===== config.mk =====
export PLATFORM = sky130hd
export DESIGN_NAME = sfr_indirect
export DESIGN_NICKNAME = d
export VERILOG_FILES = /design/src/design/sfr_pkg.sv /design/src/design/map_timer.sv /design/src/design/sfr_indirect.sv
export SDC_FILE = /design/constraint.sdc
export NUM_CORES = 1
export LEC_CHECK = 0
export BUFFER_PORTS_ARGS = -buffer_cell sky130_fd_sc_hd__clkbuf_2
export CAP_MARGIN = 30
export CORE_MARGIN = 2
export CORE_UTILIZATION = 48
export CTS_CLUSTER_DIAMETER = 150
export DETAILED_ROUTE_END_ITERATION = 10
export GPL_ROUTABILITY_DRIVEN = 1
export MAX_ROUTING_LAYER = met4
export PLACE_DENSITY = 0.74
export SYNTH_ARGS = -nofsm -noshare
export SYNTH_HDL_FRONTEND = slang
export SYNTH_HIERARCHICAL = 1
export SYNTH_SLANG_ARGS = --single-unit
export TNS_END_PERCENT = 50

===== constraint.sdc =====
create_clock -name I_CLK -period 2.95 [get_ports I_CLK]
set_clock_uncertainty 0.15 [all_clocks]
set_input_delay 0.295 -clock I_CLK [delete_from_list [all_inputs] [get_ports I_CLK]]
set_output_delay 0.295 -clock I_CLK [all_outputs]
set_load 0.02 [all_outputs]

===== src/design/sfr_pkg.sv =====
// package for the special-function register block: addresses, patterns, timing.
// assumes a single 100 MHz clock and a core that issues one data access per cycle.
package sfr_pkg;
  // ****************************************************************
  // data-memory addresses (sector 0 special registers)
  // ****************************************************************
  localparam logic [7:0] ADDR_IND_S0 = 8'h00;  // indirect port, sector 0 only
  localparam logic [7:0] ADDR_PTR_S0 = 8'h01;
  localparam logic [7:0] ADDR_IND_A = 8'h02;
  localparam logic [7:0] ADDR_PTR_A_LOW = 8'h03;
  localparam logic [7:0] ADDR_PTR_A_SEC = 8'h04;
  localparam logic [7:0] ADDR_ACC = 8'h05;
  localparam logic [7:0] ADDR_PC_LOW = 8'h06;
  localparam logic [7:0] ADDR_TBL_LOW = 8'h07;
  localparam logic [7:0] ADDR_TBL_DATA_HI = 8'h08;
  localparam logic [7:0] ADDR_TBL_HIGH = 8'h09;
  localparam logic [7:0] ADDR_IND_B = 8'h0C;
  localparam logic [7:0] ADDR_PTR_B_LOW = 8'h0D;
  localparam logic [7:0] ADDR_PTR_B_SEC = 8'h0E;
  localparam logic [7:0] ADDR_OPT_UNLOCK = 8'h40;  // sector 0 only
  // ****************************************************************
  // widths, patterns, reset values
  // ****************************************************************
  localparam int SEC_W = 2;                      // sector field width
  localparam int PC_W = 13;                      // program counter width
  localparam int OPT_WORDS = 64;                 // option memory depth
  localparam logic [7:0] UNLOCK_FIRST = 8'h55;
  localparam logic [7:0] UNLOCK_SECOND = 8'hAA;
  localparam logic [7:0] RESET_BYTE = 8'h00;
  localparam logic [7:0] READ_EMPTY = 8'h00;     // read of an indirect port
  localparam logic [7:0] OPT_BASE = 8'hC0;       // last-page window start
  // ****************************************************************
  // timing: four low-speed oscillator periods
  // ****************************************************************
  localparam int CLK_PERIOD_NS = 10;
  localparam int LOW_SPEED_INTERNAL_OSCILLATOR_PERIOD_NS = 31250;         // 32 kHz oscillator period
  localparam int MAP_PERIODS = 4;
  localparam int MAP_CYCLES = (MAP_PERIODS * LOW_SPEED_INTERNAL_OSCILLATOR_PERIOD_NS) / CLK_PERIOD_NS;
  localparam int TMR_W = 14;
  // ****************************************************************
  // carriers
  // ****************************************************************
  typedef struct packed {
    logic rd;            // data read strobe
    logic wr;            // data write strobe
    logic [SEC_W-1:0] sec;  // sector for extended direct access
    logic [7:0] addr;    // in-sector address
    logic [7:0] wdata;
  } mem_req_t;
  typedef struct packed {
    logic we;
    logic [SEC_W-1:0] sec;
    logic [7:0] addr;
    logic [7:0] wdata;
  } ram_port_t;
endpackage


===== src/design/map_timer.sv =====
// mapping window timer: open for a fixed cycle count, restartable.
// assumes the caller pulses i_start once per completed unlock.
`timescale 1ns/1ns
module map_timer #(
  parameter int CYCLES = sfr_pkg::MAP_CYCLES
) (
  input wire logic i_clk,
  input wire logic i_rst,
  input wire logic i_start,
  output logic o_open
);
  logic [sfr_pkg::TMR_W-1:0] cnt_q;  // cycles still open
  // ****************************************************************
  // countdown; a new start reloads from the top
  // ****************************************************************
  always_ff @(posedge i_clk) begin
    if (i_rst) begin
      cnt_q <= '0;
    end else if (i_start) begin
      cnt_q <= sfr_pkg::TMR_W'(CYCLES);
    end else if (cnt_q != '0) begin
      cnt_q <= cnt_q - 1'b1;              // ends on its own
    end
  end
  // window open while counting
  always_ff @(posedge i_clk) begin
    if (i_rst) begin
      o_open <= 1'b0;
    end else begin
      o_open <= i_start || (cnt_q != '0);  // open for the loaded count plus one cycle
    end
  end
  a_timer_restart: assert property (@(posedge i_clk) disable iff (i_rst)
    i_start |=> cnt_q == sfr_pkg::TMR_W'(CYCLES))
    else $error("timer did not reload");
endmodule


===== src/design/sfr_indirect.sv =====
// special-function register block: indirect ports, pointers, pc low, table, option map.
// assumes the core issues at most one data access per cycle, one instruction per cycle,
// and a program memory that answers a table read combinationally.
`timescale 1ns/1ns
module sfr_indirect (
  input wire logic I_CLK,
  input wire logic I_RST,
  input wire logic I_CYCLE,               // one pulse per instruction cycle
  input wire sfr_pkg::mem_req_t I_REQ,    // data access from the core
  input wire logic [7:0] I_RAM_RDATA,     // general data memory read data
  input wire logic [7:0] I_ALU_RESULT,    // alu output
  input wire logic I_ALU_WE,              // load alu output into accumulator
  input wire logic I_WAKE,                // wake from idle or sleep
  input wire logic I_TBL_RD,              // table read request
  input wire logic I_TBL_LAST,            // 1: last-page variant of table read
  input wire logic [15:0] I_PROG_WORD,    // program word at o_prog_addr
  input wire logic [15:0] I_OPT_WORD,     // option word at o_opt_addr
  output sfr_pkg::ram_port_t O_RAM,       // redirected access to data memory
  output logic [7:0] O_RDATA,             // read data to the core
  output logic [7:0] O_ACC,
  output logic O_PC_LOAD,                 // pc jump pulse
  output logic [sfr_pkg::PC_W-1:0] O_PC,
  output logic O_DUMMY,                   // one cycle stall after pc low write
  output logic [sfr_pkg::PC_W-1:0] O_PROG_ADDR,
  output logic [5:0] O_OPT_ADDR,
  output logic [7:0] O_TBL_LOW_DATA,      // low table byte to destination
  output logic O_TBL_DONE,
  output logic O_MAP_OPEN
);
  // ****************************************************************
  // storage
  // ****************************************************************
  logic [7:0] ptr_s0_q, ptr_a_low_q, ptr_a_sec_q, ptr_b_low_q, ptr_b_sec_q;
  logic [7:0] tbl_low_q, tbl_high_q, tbl_data_hi_q, unlock_q, acc_q;
  logic [sfr_pkg::PC_W-1:0] pc_q;
  logic armed_q;         // 55 seen in the previous instruction cycle
  logic unlock_pulse;    // completed pattern this cycle
  logic map_open;
  logic is_s0;
  localparam int SEC_W_F = sfr_pkg::SEC_W;
  // special registers live in sector 0 only; other sectors pass to ram
  function automatic logic hit(input logic [SEC_W_F-1:0] sec, input logic [7:0] a,
                               input logic [7:0] want);
    hit = (sec == '0) && (a == want);
  endfunction
  // ****************************************************************
  // effective address resolution
  // ****************************************************************
  sfr_pkg::ram_port_t eff;
  logic eff_special;     // effective target is itself a special register
  always_comb begin
    eff.we = I_REQ.wr;
    eff.sec = I_REQ.sec;     // extended direct: sector from upper bits
    eff.addr = I_REQ.addr;
    eff.wdata = I_REQ.wdata;
    if (hit(I_REQ.sec, I_REQ.addr, sfr_pkg::ADDR_IND_S0)) begin
      eff.sec = '0;
      eff.addr = ptr_s0_q;
    end else if (hit(I_REQ.sec, I_REQ.addr, sfr_pkg::ADDR_IND_A)) begin
      eff.sec = ptr_a_sec_q[SEC_W_F-1:0];
      eff.addr = ptr_a_low_q;
    end else if (hit(I_REQ.sec, I_REQ.addr, sfr_pkg::ADDR_IND_B)) begin
      eff.sec = ptr_b_sec_q[SEC_W_F-1:0];
      eff.addr = ptr_b_low_q;
    end
    // an indirect port pointing at an indirect port hits nothing real
    is_s0 = (eff.sec == '0);
    eff_special = is_s0 && (eff.addr < 8'h10 || eff.addr == sfr_pkg::ADDR_OPT_UNLOCK);
  end
  wire wr_en = I_REQ.wr;
  function automatic logic eff_is(input logic [7:0] want);
    eff_is = (eff.sec == '0) && (eff.addr == want);
  endfunction
  // ****************************************************************
  // pointer registers, plain read-write storage
  // ****************************************************************
  always_ff @(posedge I_CLK) begin
    if (I_RST) begin
      ptr_s0_q <= sfr_pkg::RESET_BYTE;
      ptr_a_low_q <= sfr_pkg::RESET_BYTE;
      ptr_a_sec_q <= sfr_pkg::RESET_BYTE;
      ptr_b_low_q <= sfr_pkg::RESET_BYTE;
      ptr_b_sec_q <= sfr_pkg::RESET_BYTE;
    end else if (wr_en) begin
      if (eff_is(sfr_pkg::ADDR_PTR_S0)) ptr_s0_q <= eff.wdata;
      if (eff_is(sfr_pkg::ADDR_PTR_A_LOW)) ptr_a_low_q <= eff.wdata;
      if (eff_is(sfr_pkg::ADDR_PTR_A_SEC)) ptr_a_sec_q <= eff.wdata;
      if (eff_is(sfr_pkg::ADDR_PTR_B_LOW)) ptr_b_low_q <= eff.wdata;
      if (eff_is(sfr_pkg::ADDR_PTR_B_SEC)) ptr_b_sec_q <= eff.wdata;
    end
  end
  // ****************************************************************
  // accumulator: alu results land here, else plain write
  // ****************************************************************
  always_ff @(posedge I_CLK) begin
    if (I_RST) begin
      acc_q <= sfr_pkg::RESET_BYTE;
    end else if (I_ALU_WE) begin
      acc_q <= I_ALU_RESULT;
    end else if (wr_en && eff_is(sfr_pkg::ADDR_ACC)) begin
      acc_q <= eff.wdata;
    end
  end
  // ****************************************************************
  // program counter low: in-page jump plus dummy cycle
  // ****************************************************************
  wire pc_wr = wr_en && eff_is(sfr_pkg::ADDR_PC_LOW);
  always_ff @(posedge I_CLK) begin
    if (I_RST) begin
      pc_q <= '0;
      O_PC_LOAD <= 1'b0;
      O_DUMMY <= 1'b0;
    end else begin
      O_PC_LOAD <= pc_wr;
      O_DUMMY <= pc_wr;                       // one stall cycle
      if (pc_wr) begin
        pc_q <= {pc_q[sfr_pkg::PC_W-1:8], eff.wdata};  // page kept
      end
    end
  end
  assign O_PC = pc_q;
  // ****************************************************************
  // table pointers and table read
  // ****************************************************************
  logic in_window;
  logic [sfr_pkg::PC_W-1:0] tbl_addr;
  always_comb begin
    // last-page variant forces the page bits high; paged uses the high pointer
    if (I_TBL_LAST) begin
      tbl_addr = {{(sfr_pkg::PC_W-8){1'b1}}, tbl_low_q};
    end else begin
      tbl_addr = {tbl_high_q[sfr_pkg::PC_W-9:0], tbl_low_q};
    end
    in_window = map_open && (tbl_addr[sfr_pkg::PC_W-1:8] == '1)
                && (tbl_low_q >= sfr_pkg::OPT_BASE);
  end
  always_ff @(posedge I_CLK) begin
    if (I_RST) begin
      tbl_low_q <= sfr_pkg::RESET_BYTE;
      tbl_high_q <= sfr_pkg::RESET_BYTE;
    end else if (wr_en) begin
      if (eff_is(sfr_pkg::ADDR_TBL_LOW)) tbl_low_q <= eff.wdata;
      if (eff_is(sfr_pkg::ADDR_TBL_HIGH)) tbl_high_q <= eff.wdata;
    end
  end
  // option memory substitutes for C0..FF of the last page while open
  always_ff @(posedge I_CLK) begin
    if (I_RST) begin
      tbl_data_hi_q <= sfr_pkg::RESET_BYTE;
      O_TBL_LOW_DATA <= sfr_pkg::RESET_BYTE;
      O_TBL_DONE <= 1'b0;
    end else begin
      O_TBL_DONE <= I_TBL_RD;
      if (I_TBL_RD) begin
        if (in_window) begin
          tbl_data_hi_q <= I_OPT_WORD[15:8];
          O_TBL_LOW_DATA <= I_OPT_WORD[7:0];
        end else begin
          tbl_data_hi_q <= I_PROG_WORD[15:8];
          O_TBL_LOW_DATA <= I_PROG_WORD[7:0];
        end
      end else if (wr_en && eff_is(sfr_pkg::ADDR_TBL_DATA_HI)) begin
        tbl_data_hi_q <= eff.wdata;
      end
    end
  end
  always_comb begin
    O_PROG_ADDR = tbl_addr;
    O_OPT_ADDR = tbl_low_q[5:0];              // C0..FF maps to 00..3F
  end
  // ****************************************************************
  // option map unlock sequence
  // ****************************************************************
  wire unl_wr = wr_en && eff_is(sfr_pkg::ADDR_OPT_UNLOCK);
  assign unlock_pulse = I_CYCLE && armed_q && unl_wr
                        && (eff.wdata == sfr_pkg::UNLOCK_SECOND);
  always_ff @(posedge I_CLK) begin
    if (I_RST || I_WAKE) begin
      unlock_q <= sfr_pkg::RESET_BYTE;        // cleared on wake
    end else if (unl_wr) begin
      unlock_q <= eff.wdata;
    end
  end
  // armed only for the one instruction cycle after 55
  always_ff @(posedge I_CLK) begin
    if (I_RST || I_WAKE) begin
      armed_q <= 1'b0;
    end else if (I_CYCLE) begin
      armed_q <= unl_wr && (eff.wdata == sfr_pkg::UNLOCK_FIRST);
    end
  end
  map_timer #(.CYCLES(sfr_pkg::MAP_CYCLES)) u_timer (
    .i_clk(I_CLK),
    .i_rst(I_RST),
    .i_start(unlock_pulse),
    .o_open(map_open)
  );
  always_ff @(posedge I_CLK) begin
    if (I_RST) O_MAP_OPEN <= 1'b0;
    else O_MAP_OPEN <= map_open;
  end
  // ****************************************************************
  // read mux and ram port
  // ****************************************************************
  logic ram_rd_q;          // previous access targeted general ram
  logic [7:0] sp_rdata_q;  // special register value of the previous access
  // ram answers for the registered port one cycle later, so every read returns
  // two edges after it is taken; special reads are delayed to keep one latency
  always_ff @(posedge I_CLK) begin
    if (I_RST) begin
      O_RDATA <= sfr_pkg::RESET_BYTE;
      O_RAM <= '0;
      ram_rd_q <= 1'b0;
      sp_rdata_q <= sfr_pkg::RESET_BYTE;
    end else begin
      O_RAM <= eff;
      O_RAM.we <= wr_en && !eff_special;      // ports themselves store nothing
      ram_rd_q <= !eff_special;               // pointed location answers
      O_RDATA <= ram_rd_q ? I_RAM_RDATA : sp_rdata_q;
      if (!eff_special) sp_rdata_q <= sfr_pkg::READ_EMPTY;
      else if (eff_is(sfr_pkg::ADDR_PTR_S0)) sp_rdata_q <= ptr_s0_q;
      else if (eff_is(sfr_pkg::ADDR_PTR_A_LOW)) sp_rdata_q <= ptr_a_low_q;
      else if (eff_is(sfr_pkg::ADDR_PTR_A_SEC)) sp_rdata_q <= ptr_a_sec_q;
      else if (eff_is(sfr_pkg::ADDR_PTR_B_LOW)) sp_rdata_q <= ptr_b_low_q;
      else if (eff_is(sfr_pkg::ADDR_PTR_B_SEC)) sp_rdata_q <= ptr_b_sec_q;
      else if (eff_is(sfr_pkg::ADDR_ACC)) sp_rdata_q <= acc_q;
      else if (eff_is(sfr_pkg::ADDR_PC_LOW)) sp_rdata_q <= pc_q[7:0];
      else if (eff_is(sfr_pkg::ADDR_TBL_LOW)) sp_rdata_q <= tbl_low_q;
      else if (eff_is(sfr_pkg::ADDR_TBL_HIGH)) sp_rdata_q <= tbl_high_q;
      else if (eff_is(sfr_pkg::ADDR_TBL_DATA_HI)) sp_rdata_q <= tbl_data_hi_q;
      else if (eff_is(sfr_pkg::ADDR_OPT_UNLOCK)) sp_rdata_q <= unlock_q;
      else sp_rdata_q <= sfr_pkg::READ_EMPTY; // indirect port reads zero
    end
  end
  assign O_ACC = acc_q;
  // ****************************************************************
  // checks
  // ****************************************************************
  a_unlock_pair: assert property (@(posedge I_CLK) disable iff (I_RST)
    unlock_pulse |-> $past(unl_wr) && ($past(eff.wdata) == sfr_pkg::UNLOCK_FIRST))
    else $error("unlock without preceding first byte");
  a_pc_page: assert property (@(posedge I_CLK) disable iff (I_RST)
    pc_wr |=> O_PC[sfr_pkg::PC_W-1:8] == $past(pc_q[sfr_pkg::PC_W-1:8]))
    else $error("pc low write left the page");
  a_dummy_cycle: assert property (@(posedge I_CLK) disable iff (I_RST)
    pc_wr |=> O_DUMMY)
    else $error("no dummy cycle after jump");
  a_wake_clear: assert property (@(posedge I_CLK) disable iff (I_RST)
    I_WAKE |=> unlock_q == sfr_pkg::RESET_BYTE && !armed_q)
    else $error("unlock not cleared on wake");
  a_map_ends: assert property (@(posedge I_CLK) disable iff (I_RST)
    !map_open && !unlock_pulse |=> !map_open)
    else $error("map opened without unlock");
  a_s0_sector: assert property (@(posedge I_CLK) disable iff (I_RST)
    I_REQ.rd && hit(I_REQ.sec, I_REQ.addr, sfr_pkg::ADDR_IND_S0) |=> O_RAM.sec == '0)
    else $error("sector-0 port left sector 0");
  a_acc_alu: assert property (@(posedge I_CLK) disable iff (I_RST)
    I_ALU_WE |=> acc_q == $past(I_ALU_RESULT))
    else $error("alu result not in accumulator");
  a_tbl_high: assert property (@(posedge I_CLK) disable iff (I_RST)
    I_TBL_RD && !in_window |=> tbl_data_hi_q == $past(I_PROG_WORD[15:8]))
    else $error("table high byte wrong");
endmodule


==> impl_results.md, run 1 <==
- Outcome: complete, no violations
- Via Count: roughly 7500
- Initial Utilization: about half
- GRT Overall Usage: 29.11%
- Sequential area share after synthesis: 40.48%
- Maximum VDD drop: 532.8 uV
- Switch Pwr: roughly 1.8 mW
- Util after Layout: 64.73%
- Top cells by area, synth: dfxtp_1 40%, mux2i_1 8.2%, a21oi_1 5.5%, nand2_1 5.5%, nor2_1 4.5%
- Core area: ~15000 um^2
- Row count: 45
- Top FF cell, synth: dfxtp_1
- Sw Share: a little under a third
- Startpoint types: input port
- Die area: 16570 um^2
- Ant diodes: 0
- DR WL/cell: between 15 and 20 um
- Synth Register Bits: between 150 and 200
- Hold path startpoint: I_PROG_WORD[7]
- Share of cells above drive strength 1: 33.18%
- Most frequent cells in the layout: 151 x dfxtp_1, 146 x clkbuf_2, 108 x nand2_1, 103 x buf_4, 90 x nor2_1
- Antenna violations before repair: 0
- Setup-failing EPs final: 0
- Post-DP HPWL: about 17000 um
- Mapped cell area: about 7500 um^2
- Cts bufs inserted: 17
- Unrepaired setup endpoints after global routing: yes
- Worst hold path class: input port to register
- Most common cell after layout, fill and taps aside: dfxtp_1
- Synth cell types: 74
- Synth Instances: 870
- GRT overflow: 0
- R2R Path Start: ptr_a_low_q[6]
- Synth async-reset ratio: 0%
- Worst Path Arrival: 3080 ps
- Io pins: around 150
- Root Buffer Master: clkbuf_16
- Internal power: 3.915 mW
- CP Class: input port to register
- Gate power share: a little over a fifth
- Reg with most FFs: O_RAM
- Avg Cell Area, Syn: 8.583 um^2
- First-pass GRT wire length: 36140 um
- Clock Power Share: between 30% and 40%
- Max Cap Viol: 0
- Max-slew violations: 0
- Final min period: around 2900 ps
- Vias in the first global route: between 6000 and 7000
- Max FO, Critical Path: 8
- Largest regs: O_RAM: 19 flops, u_timer/cnt_q: 14 flops
- Leakage: 4.152 nW
- Vias per inst: around 5.9
- Clock-pin slew on the worst setup and hold paths: 70 ps
- Synth area leader: dfxtp_1
- Fmax: 347.5 MHz
- Required time worst endpoint: around 3200 ps
- Final count of hold timing violations: 0
- Drt first pass iters: 6
- Placer Congestion: ~1
- CTS tree: done
- WL final: between 20000 and 25000 um
- Final Cycle Share: a little over nine tenths
- Setup crit end kind: register
- Die Span Y: 128.7 um
- Clk buf depth: 2
- Residual DRC count: 0
- Synth warn: 6
- Seq pwr share: between 40% and 50%
- Max FFs per register: 19
- Initial drt markers: 617
- Worst-Skew Late Latency: about 430 ps
- Port bufs: 147
- Area grow syn2layout: 31.79%
- Top cell type's share of synthesized area: 40.48%
- Setup tns final: 0 ps
- Largest net degree at the start of global routing: 58
- Post-DRT Antenna Nets: 0
- CTS H-tree lvls: 4
- Post-synth EDFFs: 0
- # clock sinks: ~150
- Critical Path Start: I_REQ[15]
- Die Width: roughly 130 um
- Nets: 1161
- PwrDens: 576.9 nW/um^2
- Slew at the pin closest to its max-slew limit: approximately 650 ps
- Slew headroom: a little under three fifths
-- cell usage after synthesis (4+ instances only) --
cell and count:
dfxtp_1 151, nand2_1 109, nor2_1 90, a21oi_1 82
mux2i_1 61, nand3_1 43, clkbuf_1 35, buf_2 18
nor4_1 17, a211o_1 16, a211oi_1 16, buf_4 16
inv_1 14, nand4_1 12, nor2b_1 11, nor3_1 11
or3_1 10, and2_1 9, a22o_1 8, or2_2 8
mux2_2 7, o221ai_1 7, or4_1 7, o21ai_0 6
o22ai_1 6, a22oi_1 5, buf_1 5, a2111oi_0 4
a221o_1 4, a31oi_1 4, nor4_4 4, o221a_1 4
-- per-layer routing --
| layer | vias to the layer above | global-route usage [%] | routed length, um |
|---|---|---|---|
| li1 | 3575 | - | - |
| met1 | 3587 | 37.19 | 10350 |
| met2 | 328 | 45.07 | 10840 |
| met3 | 44 | 6.944 | 1715 |
| met4 | 0 | 10.49 | 600 |
| met5 | - | - | 0 |
-- through the flow --
stage / power, mW / hold WS [ps] / worst slack, ps / std cells / area, um^2
finish: 5.677 / 20.05 / 72.70 / 1285 / 9841
global route: 5.945 / 33.50 / -7.327 / 1285 / 9841
CTS: 5.665 / 11.84 / 7.763 / 1283 / 9614
detailed placement: 3.556 / 294.5 / -434.5 / 1240 / 8940
global placement: 3.534 / 289.2 / -470.2 / 1240 / 8940
floorplan: 3.194 / 279.8 / -21.33 / 874 / 7488
-- cell type report --
type,count,area (um^2)
Clock buffer,18,429.2
Clock inverter,14,140.1
Fill cell,1296,5361
Inverter,14,52.55
Multi-Input combinational cell,634,4242
Sequential cell,151,3023
Tap cell,188,235.2
Timing Repair Buffer,266,1719
-- cell families (layout without fill, tap and decap cells) --
logic type               after synthesis  in the layout  share of synthesized area [%]
XOR/XNOR                               1              1                         0.1173
other                                  1              5                        0.05022
multiplexers                          68             68                          9.233
AND/OR/NAND/NOR                      367            367                          25.80
adder cells (fa/ha/maj)                2              2                         0.3351
AO/OA/AOI/OAI                        191            191                          18.30
flip-flops                           151            151                          40.48
buffers and inverters                 89            312                          5.680
-- what timing repair did --
item	in CTS	in global routing
pin swaps	1	11
setup endpoints to repair	1	60
resized for setup	0	36
endpoints found under the hold margin	9	0
hold buffers	9	0
setup buffers	2	2
-- critical path, stage by stage --
cell and delay, ps:
clkbuf_2 100, or4_1 530, buf_6 170, nor2_2 150
buf_4 190, o221a_2 300, buf_4 130, nand4_1 190
nor3_4 360, a22oi_1 180, a22o_1 290, a211oi_2 190
-- path summary, 6_finish.rpt --
check                           end  slack, ps  cells after the start
setup / recovery      sp_rdata_q[2]         70                     12
hold / removal    O_TBL_LOW_DATA[7]         20                      3
setup reg to reg      sp_rdata_q[0]        140                     11
hold reg to reg      ptr_b_sec_q[3]        300                      2
-- power groups by stage --
stage          clock, mW  combinational, mW  sequential, mW
2_1_floorplan          0              0.816            2.38
3_3_place_gp           0               1.17            2.36
3_5_place_dp           0               1.19            2.37
4_1_cts             2.13               1.21            2.33
5_1_grt             2.22               1.37            2.36
6_report            2.11               1.24            2.33
Power figures use the tool's default switching activity.
==> inputs of run 2 (changes only) <==
CORE_ASPECT_RATIO = 2   (was unset)
==> impl_results.md, run 2 (synthesis results as in run 1) <==
- Outcome: complete, no violations
- Antenna violations before repair: 0
- Reg with most FFs: O_RAM
- Post-DP HPWL: just under 20000 um
- Cell Count, Final, Fillers Out: roughly 1300
- CTS H-tree lvls: 4
- Max FFs per register: 19
- Final count of hold timing violations: 0
- Share of cells above drive strength 1: between 30% and 40%
- WHS Endpoint: O_TBL_LOW_DATA[1]
- Most frequent cells in the layout: 151 x dfxtp_1, 146 x clkbuf_2, 114 x buf_4, 108 x nand2_1, 90 x nor2_1
- Critical-path cell list: clkbuf_2, or4_1, buf_4, nor2_2, buf_4, o221ai_1, nand4_1, buf_12, buf_4, nor4_4, buf_12, a211o_1, nor4_2, o221a_1
- Placed insts: 1264
- RR Endpoint: sp_rdata_q[0]
- Nets: 1174
- Final min period: 2866 ps
- Startpoint types: input port
- CTS tree: done
- DR WL/cell: 19.83 um
- Vias in the first global route: approximately 7600
- Die area: around 17000 um^2
- CP dominant cell by count: buf_4
- Worst hold path class: input port to register
- Slew headroom: around three fifths
- Setup crit end kind: register
- Maximum VDD drop: approximately 550 uV
- Clk buf depth: 2
- WL final: between 20000 and 30000 um
- Initial drt markers: 423
- First-pass GRT wire length: about 40000 um
- Port bufs: 147
- Area grow syn2layout: 33.38%
- Core area: roughly 15000 um^2
- PwrDens: 587.9 nW/um^2
- Root Buffer Master: clkbuf_16
- Largest net degree at the start of global routing: 62
- Setup-failing EPs final: 0
- Placer Congestion: between 0.9 and 1
- Residual DRC count: 0
- Drt first pass iters: 6
- Die Width: roughly 92 um
- # clock sinks: 151
- Multi-input logic area: 4150 um^2
- Row count: 64
- R2R setup slack: 90 ps
- Largest regs: O_RAM: 19 flops, u_timer/cnt_q: 14 flops
- Max FO, Critical Path: 18
- CP Class: input port to register
- Most common cell after layout, fill and taps aside: dfxtp_1
- Crit path buffers/inverters: 6
- Sequential cell area: between 3000 and 4000 um^2
- Final Cycle Share: about 97%
- Initial Utilization: between 40 and 50%
- Max-slew violations: 0
- Clock-pin slew on the worst setup and hold paths: 70 ps
- Worst Reg-to-Reg Cells: 9
- Hold path startpoint: I_PROG_WORD[1]
- Fmax: 349.0 MHz
- Worst-Skew Late Latency: between 400 and 500 ps
- R2R Path Start: ptr_a_low_q[3]
- Required time worst endpoint: 3190 ps
- Crit-path leading delay family: simple AND/OR/NAND/NOR gates
- Fill cells: 1321
- Crit path largest cell delay: 510 ps
- Hold path depth: 3
- Post-DRT Antenna Nets: 0
- Worst Path Arrival: roughly 3100 ps
- Vias per inst: roughly 5.9
- Die Span Y: between 150 and 200 um
- Cts bufs inserted: 17
- Leakage: roughly 4.2 nW
- Ant diodes: 0
- Max Cap Viol: 0
- Via Count: ~7600
- GRT overflow: 0
- GRT Overall Usage: 32.13%
- Slew at the pin closest to its max-slew limit: 585.0 ps
- Hold_ws: around 22 ps
- Slowest CP cell: or4_1
- Io pins: between 150 and 200
## run 2: cell count changes in the layout (fill, tap and decap cells not counted), sizes merged
cell      previous run  this run
inv                 19        21
buf                111       124
bufinv               1         2
clkbuf             164       163
clkinvlp             4         1
## run 2: worst reg2reg max path: stages, from the launching register on
cell,delay [ps]
dfxtp_1,370
mux2i_1,330
nor4_2,80
a211oi_1,260
buf_4,250
nand3_1,130
or4_4,570
a21oi_4,290
o21ai_0,190
a211oi_2,170
## run 2: worst max-delay path by stage
stage | start | end | cells after the start | slack, ps
finish | I_REQ[15] | sp_rdata_q[4] | 14 | 80
detailed placement | I_REQ[15] | sp_rdata_q[4] | 11 | -510
global placement | I_REQ[15] | sp_rdata_q[4] | 11 | -600
global route | I_REQ[15] | sp_rdata_q[4] | 14 | -20
CTS | ptr_s0_q[6] | sp_rdata_q[4] | 11 | 8
floorplan | I_REQ[15] | sp_rdata_q[0] | 10 | -20
## run 2: repair_timing
item | CTS | global route
gates resized for setup | 4 | 17
pin swaps | 1 | 2
hold buffers | 9 | 0
endpoints found under the hold margin | 9 | 0
setup endpoints to repair | 17 | 19
setup buffers | 0 | 3
## run 2: where the power goes
group / internal (mW) / total (mW) / leakage (nW) / switching, mW
logic: 0.551 / 1.25 / 2.71 / 0.703
registers: 2.18 / 2.34 / 1.23 / 0.154
clock network: 1.28 / 2.26 / 0.295 / 0.983
## run 2: routing by layer
metal	vias up	GRT usage, %	share of wire (%)
met2	340	56.38	52
met4	0	26.39	9.4
met3	127	5.353	5.2
met5	-	-	0
met1	3590	29.79	33
li1	3591	-	-
## run 2: area by class of cell
class / count / area share, %
multi-input cells: 634 / 41.67
inverters: 14 / 0.5276
flip-flops and latches: 151 / 30.35
repair buffers: 279 / 18.84
clock inverters: 14 / 1.847
well taps: 198 / 2.487
clock buffers: 17 / 4.271
## run 2: through the flow
stage	area (um^2)	TNS, ps	utilization, %	setup WS [ps]	total power [mW]
finish	9960	0	65.12	84.44	5.855
detailed placement	9133	-28590	59.71	-506.4	3.596
CTS	9844	0	64.37	8.143	5.841
global placement	9133	-26910	59.71	-598.7	3.569
global route	9960	-24.97	65.12	-24.97	6.081
floorplan	7488	-31.86	-	-21.33	3.194
==> inputs of run 3 (changes only) <==
CAP_MARGIN = 20   (was 30)
RECOVER_POWER = 100   (was unset)
==> impl_results.md, run 3 (synthesis results as in run 1) <==
- Max Cap Viol: 0
- Setup-failing EPs final: 0
- Most frequent cells in the layout: 151 x dfxtp_1, 114 x buf_4, 108 x nand2_1, 90 x nor2_1, 86 x clkbuf_2
- Required time worst endpoint: between 3000 and 4000 ps
- Worst Path Arrival: approximately 3100 ps
- Root Buffer Master: clkbuf_16
- Ant diodes: 0
- Setup crit end kind: register
- Initial Utilization: between 40% and 50%
- Clk buf depth: 2
- R2R setup slack: around 90 ps
- Leakage: 4.035 nW
- Cts bufs inserted: 17
- Nets: about 1200
- Placer Congestion: 0.9992
- Worst Reg-to-Reg Cells: 12
- Hold path startpoint: I_PROG_WORD[1]
- Largest net degree at the start of global routing: 62
- Reg with most FFs: O_RAM
- # clock sinks: ~150
- Post-Layout Inst Area: 9884 um^2
- Critical-path cell list: clkbuf_2, or4_1, buf_4, nor2_2, buf_4, o221ai_1, nand4_1, buf_12, buf_4, nor4_4, buf_12, a211o_1, nor4_2, o221a_1
- Outcome: complete, no violations
- First-pass GRT wire length: between 30000 and 40000 um
- RR Endpoint: sp_rdata_q[0]
- Slowest CP cell: or4_1
- CTS H-tree lvls: 4
- Slew headroom: approximately 60%
- Vias per inst: slightly below 6
- GRT overflow: 0
- Crit path buffers/inverters: 6
- Final Cycle Share: slightly below 100%
- Die area: around 17000 um^2
- Crit path largest cell delay: ~500 ps
- DR WL/cell: between 15 and 20 um
- Vias in the first global route: 7550
- Drt first pass iters: 5
- Worst-Skew Late Latency: roughly 450 ps
- Worst path depth: 14
- WL final: 26030 um
- Max-slew violations: 0
- Fmax: between 300 and 400 MHz
- Post-DRT Antenna Nets: 0
- R2R Path Start: ptr_a_low_q[2]
- Max FO, Critical Path: 18
- Slew at the pin closest to its max-slew limit: between 500 and 600 ps
- Fill cells: 1344
- Residual DRC count: 0
- Hold path depth: 3
- PwrDens: ~590 nW/um^2
- Placed Area: between 9000 and 10000 um^2
- Worst hold path class: input port to register
- Antenna violations before repair: 0
- Io pins: between 150 and 200
- Crit-path leading delay family: simple AND/OR/NAND/NOR gates
- Post-DP HPWL: 19590 um
- Final count of hold timing violations: 0
- CP dominant cell by count: buf_4
- Port bufs: roughly 150
- Die Width: 92.20 um
- Final min period: roughly 2900 ps
- GRT Overall Usage: around a third
- Clock-pin slew on the worst setup and hold paths: roughly 70 ps
- Most common cell after layout, fill and taps aside: dfxtp_1
- CP Class: input port to register
- Initial drt markers: approximately 420
- Row count: 64
- Max FFs per register: 19
- Die Span Y: around 180 um
- Core area: roughly 15000 um^2
- WHS Endpoint: O_TBL_LOW_DATA[1]
- Maximum VDD drop: about 550 uV
- Startpoint types: input port
- Area grow syn2layout: 32.37%
- Hold_ws: 21.01 ps
- Share of cells above drive strength 1: between 20 and 30%
- Via Count: around 7700
- Largest regs: O_RAM: 19 flops, u_timer/cnt_q: 14 flops
- CTS tree: done
## run 3: cell counts in the layout (fill, tap and decap cells not counted)
No cell type changed its count.
## run 3: per-stage QoR
step / setup slack [ps] / utilization [%] / total power, mW / std cells / TNS (ps)
finish: 79.58 / 64.63 / 5.848 / 1307 / 0
global route: -24.97 / 64.63 / 6.072 / 1307 / -24.97
CTS: 8.143 / 64.37 / 5.841 / 1304 / 0
detailed placement: -506.4 / 59.71 / 3.596 / 1264 / -28590
global placement: -598.7 / 59.71 / 3.569 / 1264 / -26910
floorplan: -21.33 / - / 3.194 / 874 / -31.86
## run 3: layout make-up
class | instances | area (um^2) | area share [%]
multi-input cells | 634 | 4150 | 41.99
flip-flops and latches | 151 | 3023 | 30.58
repair buffers | 279 | 1802 | 18.23
clock buffers | 17 | 425.4 | 4.304
well taps | 198 | 247.7 | 2.506
clock inverters | 14 | 183.9 | 1.861
inverters | 14 | 52.55 | 0.5316
## run 3: tightest hold or removal path: stages
cell	delay (ps)
clkbuf_2	80
mux2i_1	110
a211oi_1	80
## run 3: report_power, final
part | total [mW] | switching [mW] | internal (mW)
registers | 2.34 | 0.155 | 2.18
clock network | 2.26 | 0.984 | 1.28
logic | 1.24 | 0.702 | 0.543
## run 3: per-layer routing
metal / vias up / part of all wire [%] / GRT usage, %
met5: - / 0 / -
met4: 0 / 9.3 / 26.39
met3: 123 / 5.7 / 5.353
met2: 361 / 52 / 56.38
met1: 3582 / 33 / 29.79
li1: 3589 / - / -
## run 3: worst max-delay path by stage
stage / start / end / slack (ps)
after floorplan: I_REQ[15] / sp_rdata_q[0] / -20
after global placement: I_REQ[15] / sp_rdata_q[4] / -600
after detailed placement: I_REQ[15] / sp_rdata_q[4] / -510
after CTS: ptr_s0_q[6] / sp_rdata_q[4] / 8
after global routing: I_REQ[15] / sp_rdata_q[4] / -20
final: I_REQ[15] / sp_rdata_q[4] / 80
## run 3: timing repair
item	in CTS	in global routing
endpoints found under the hold margin	9	0
cloned	0	0
hold buffers	9	0
endpoints found under the setup margin	17	19
buffers inserted	0	3
resized for setup	4	17
pin swaps	1	2
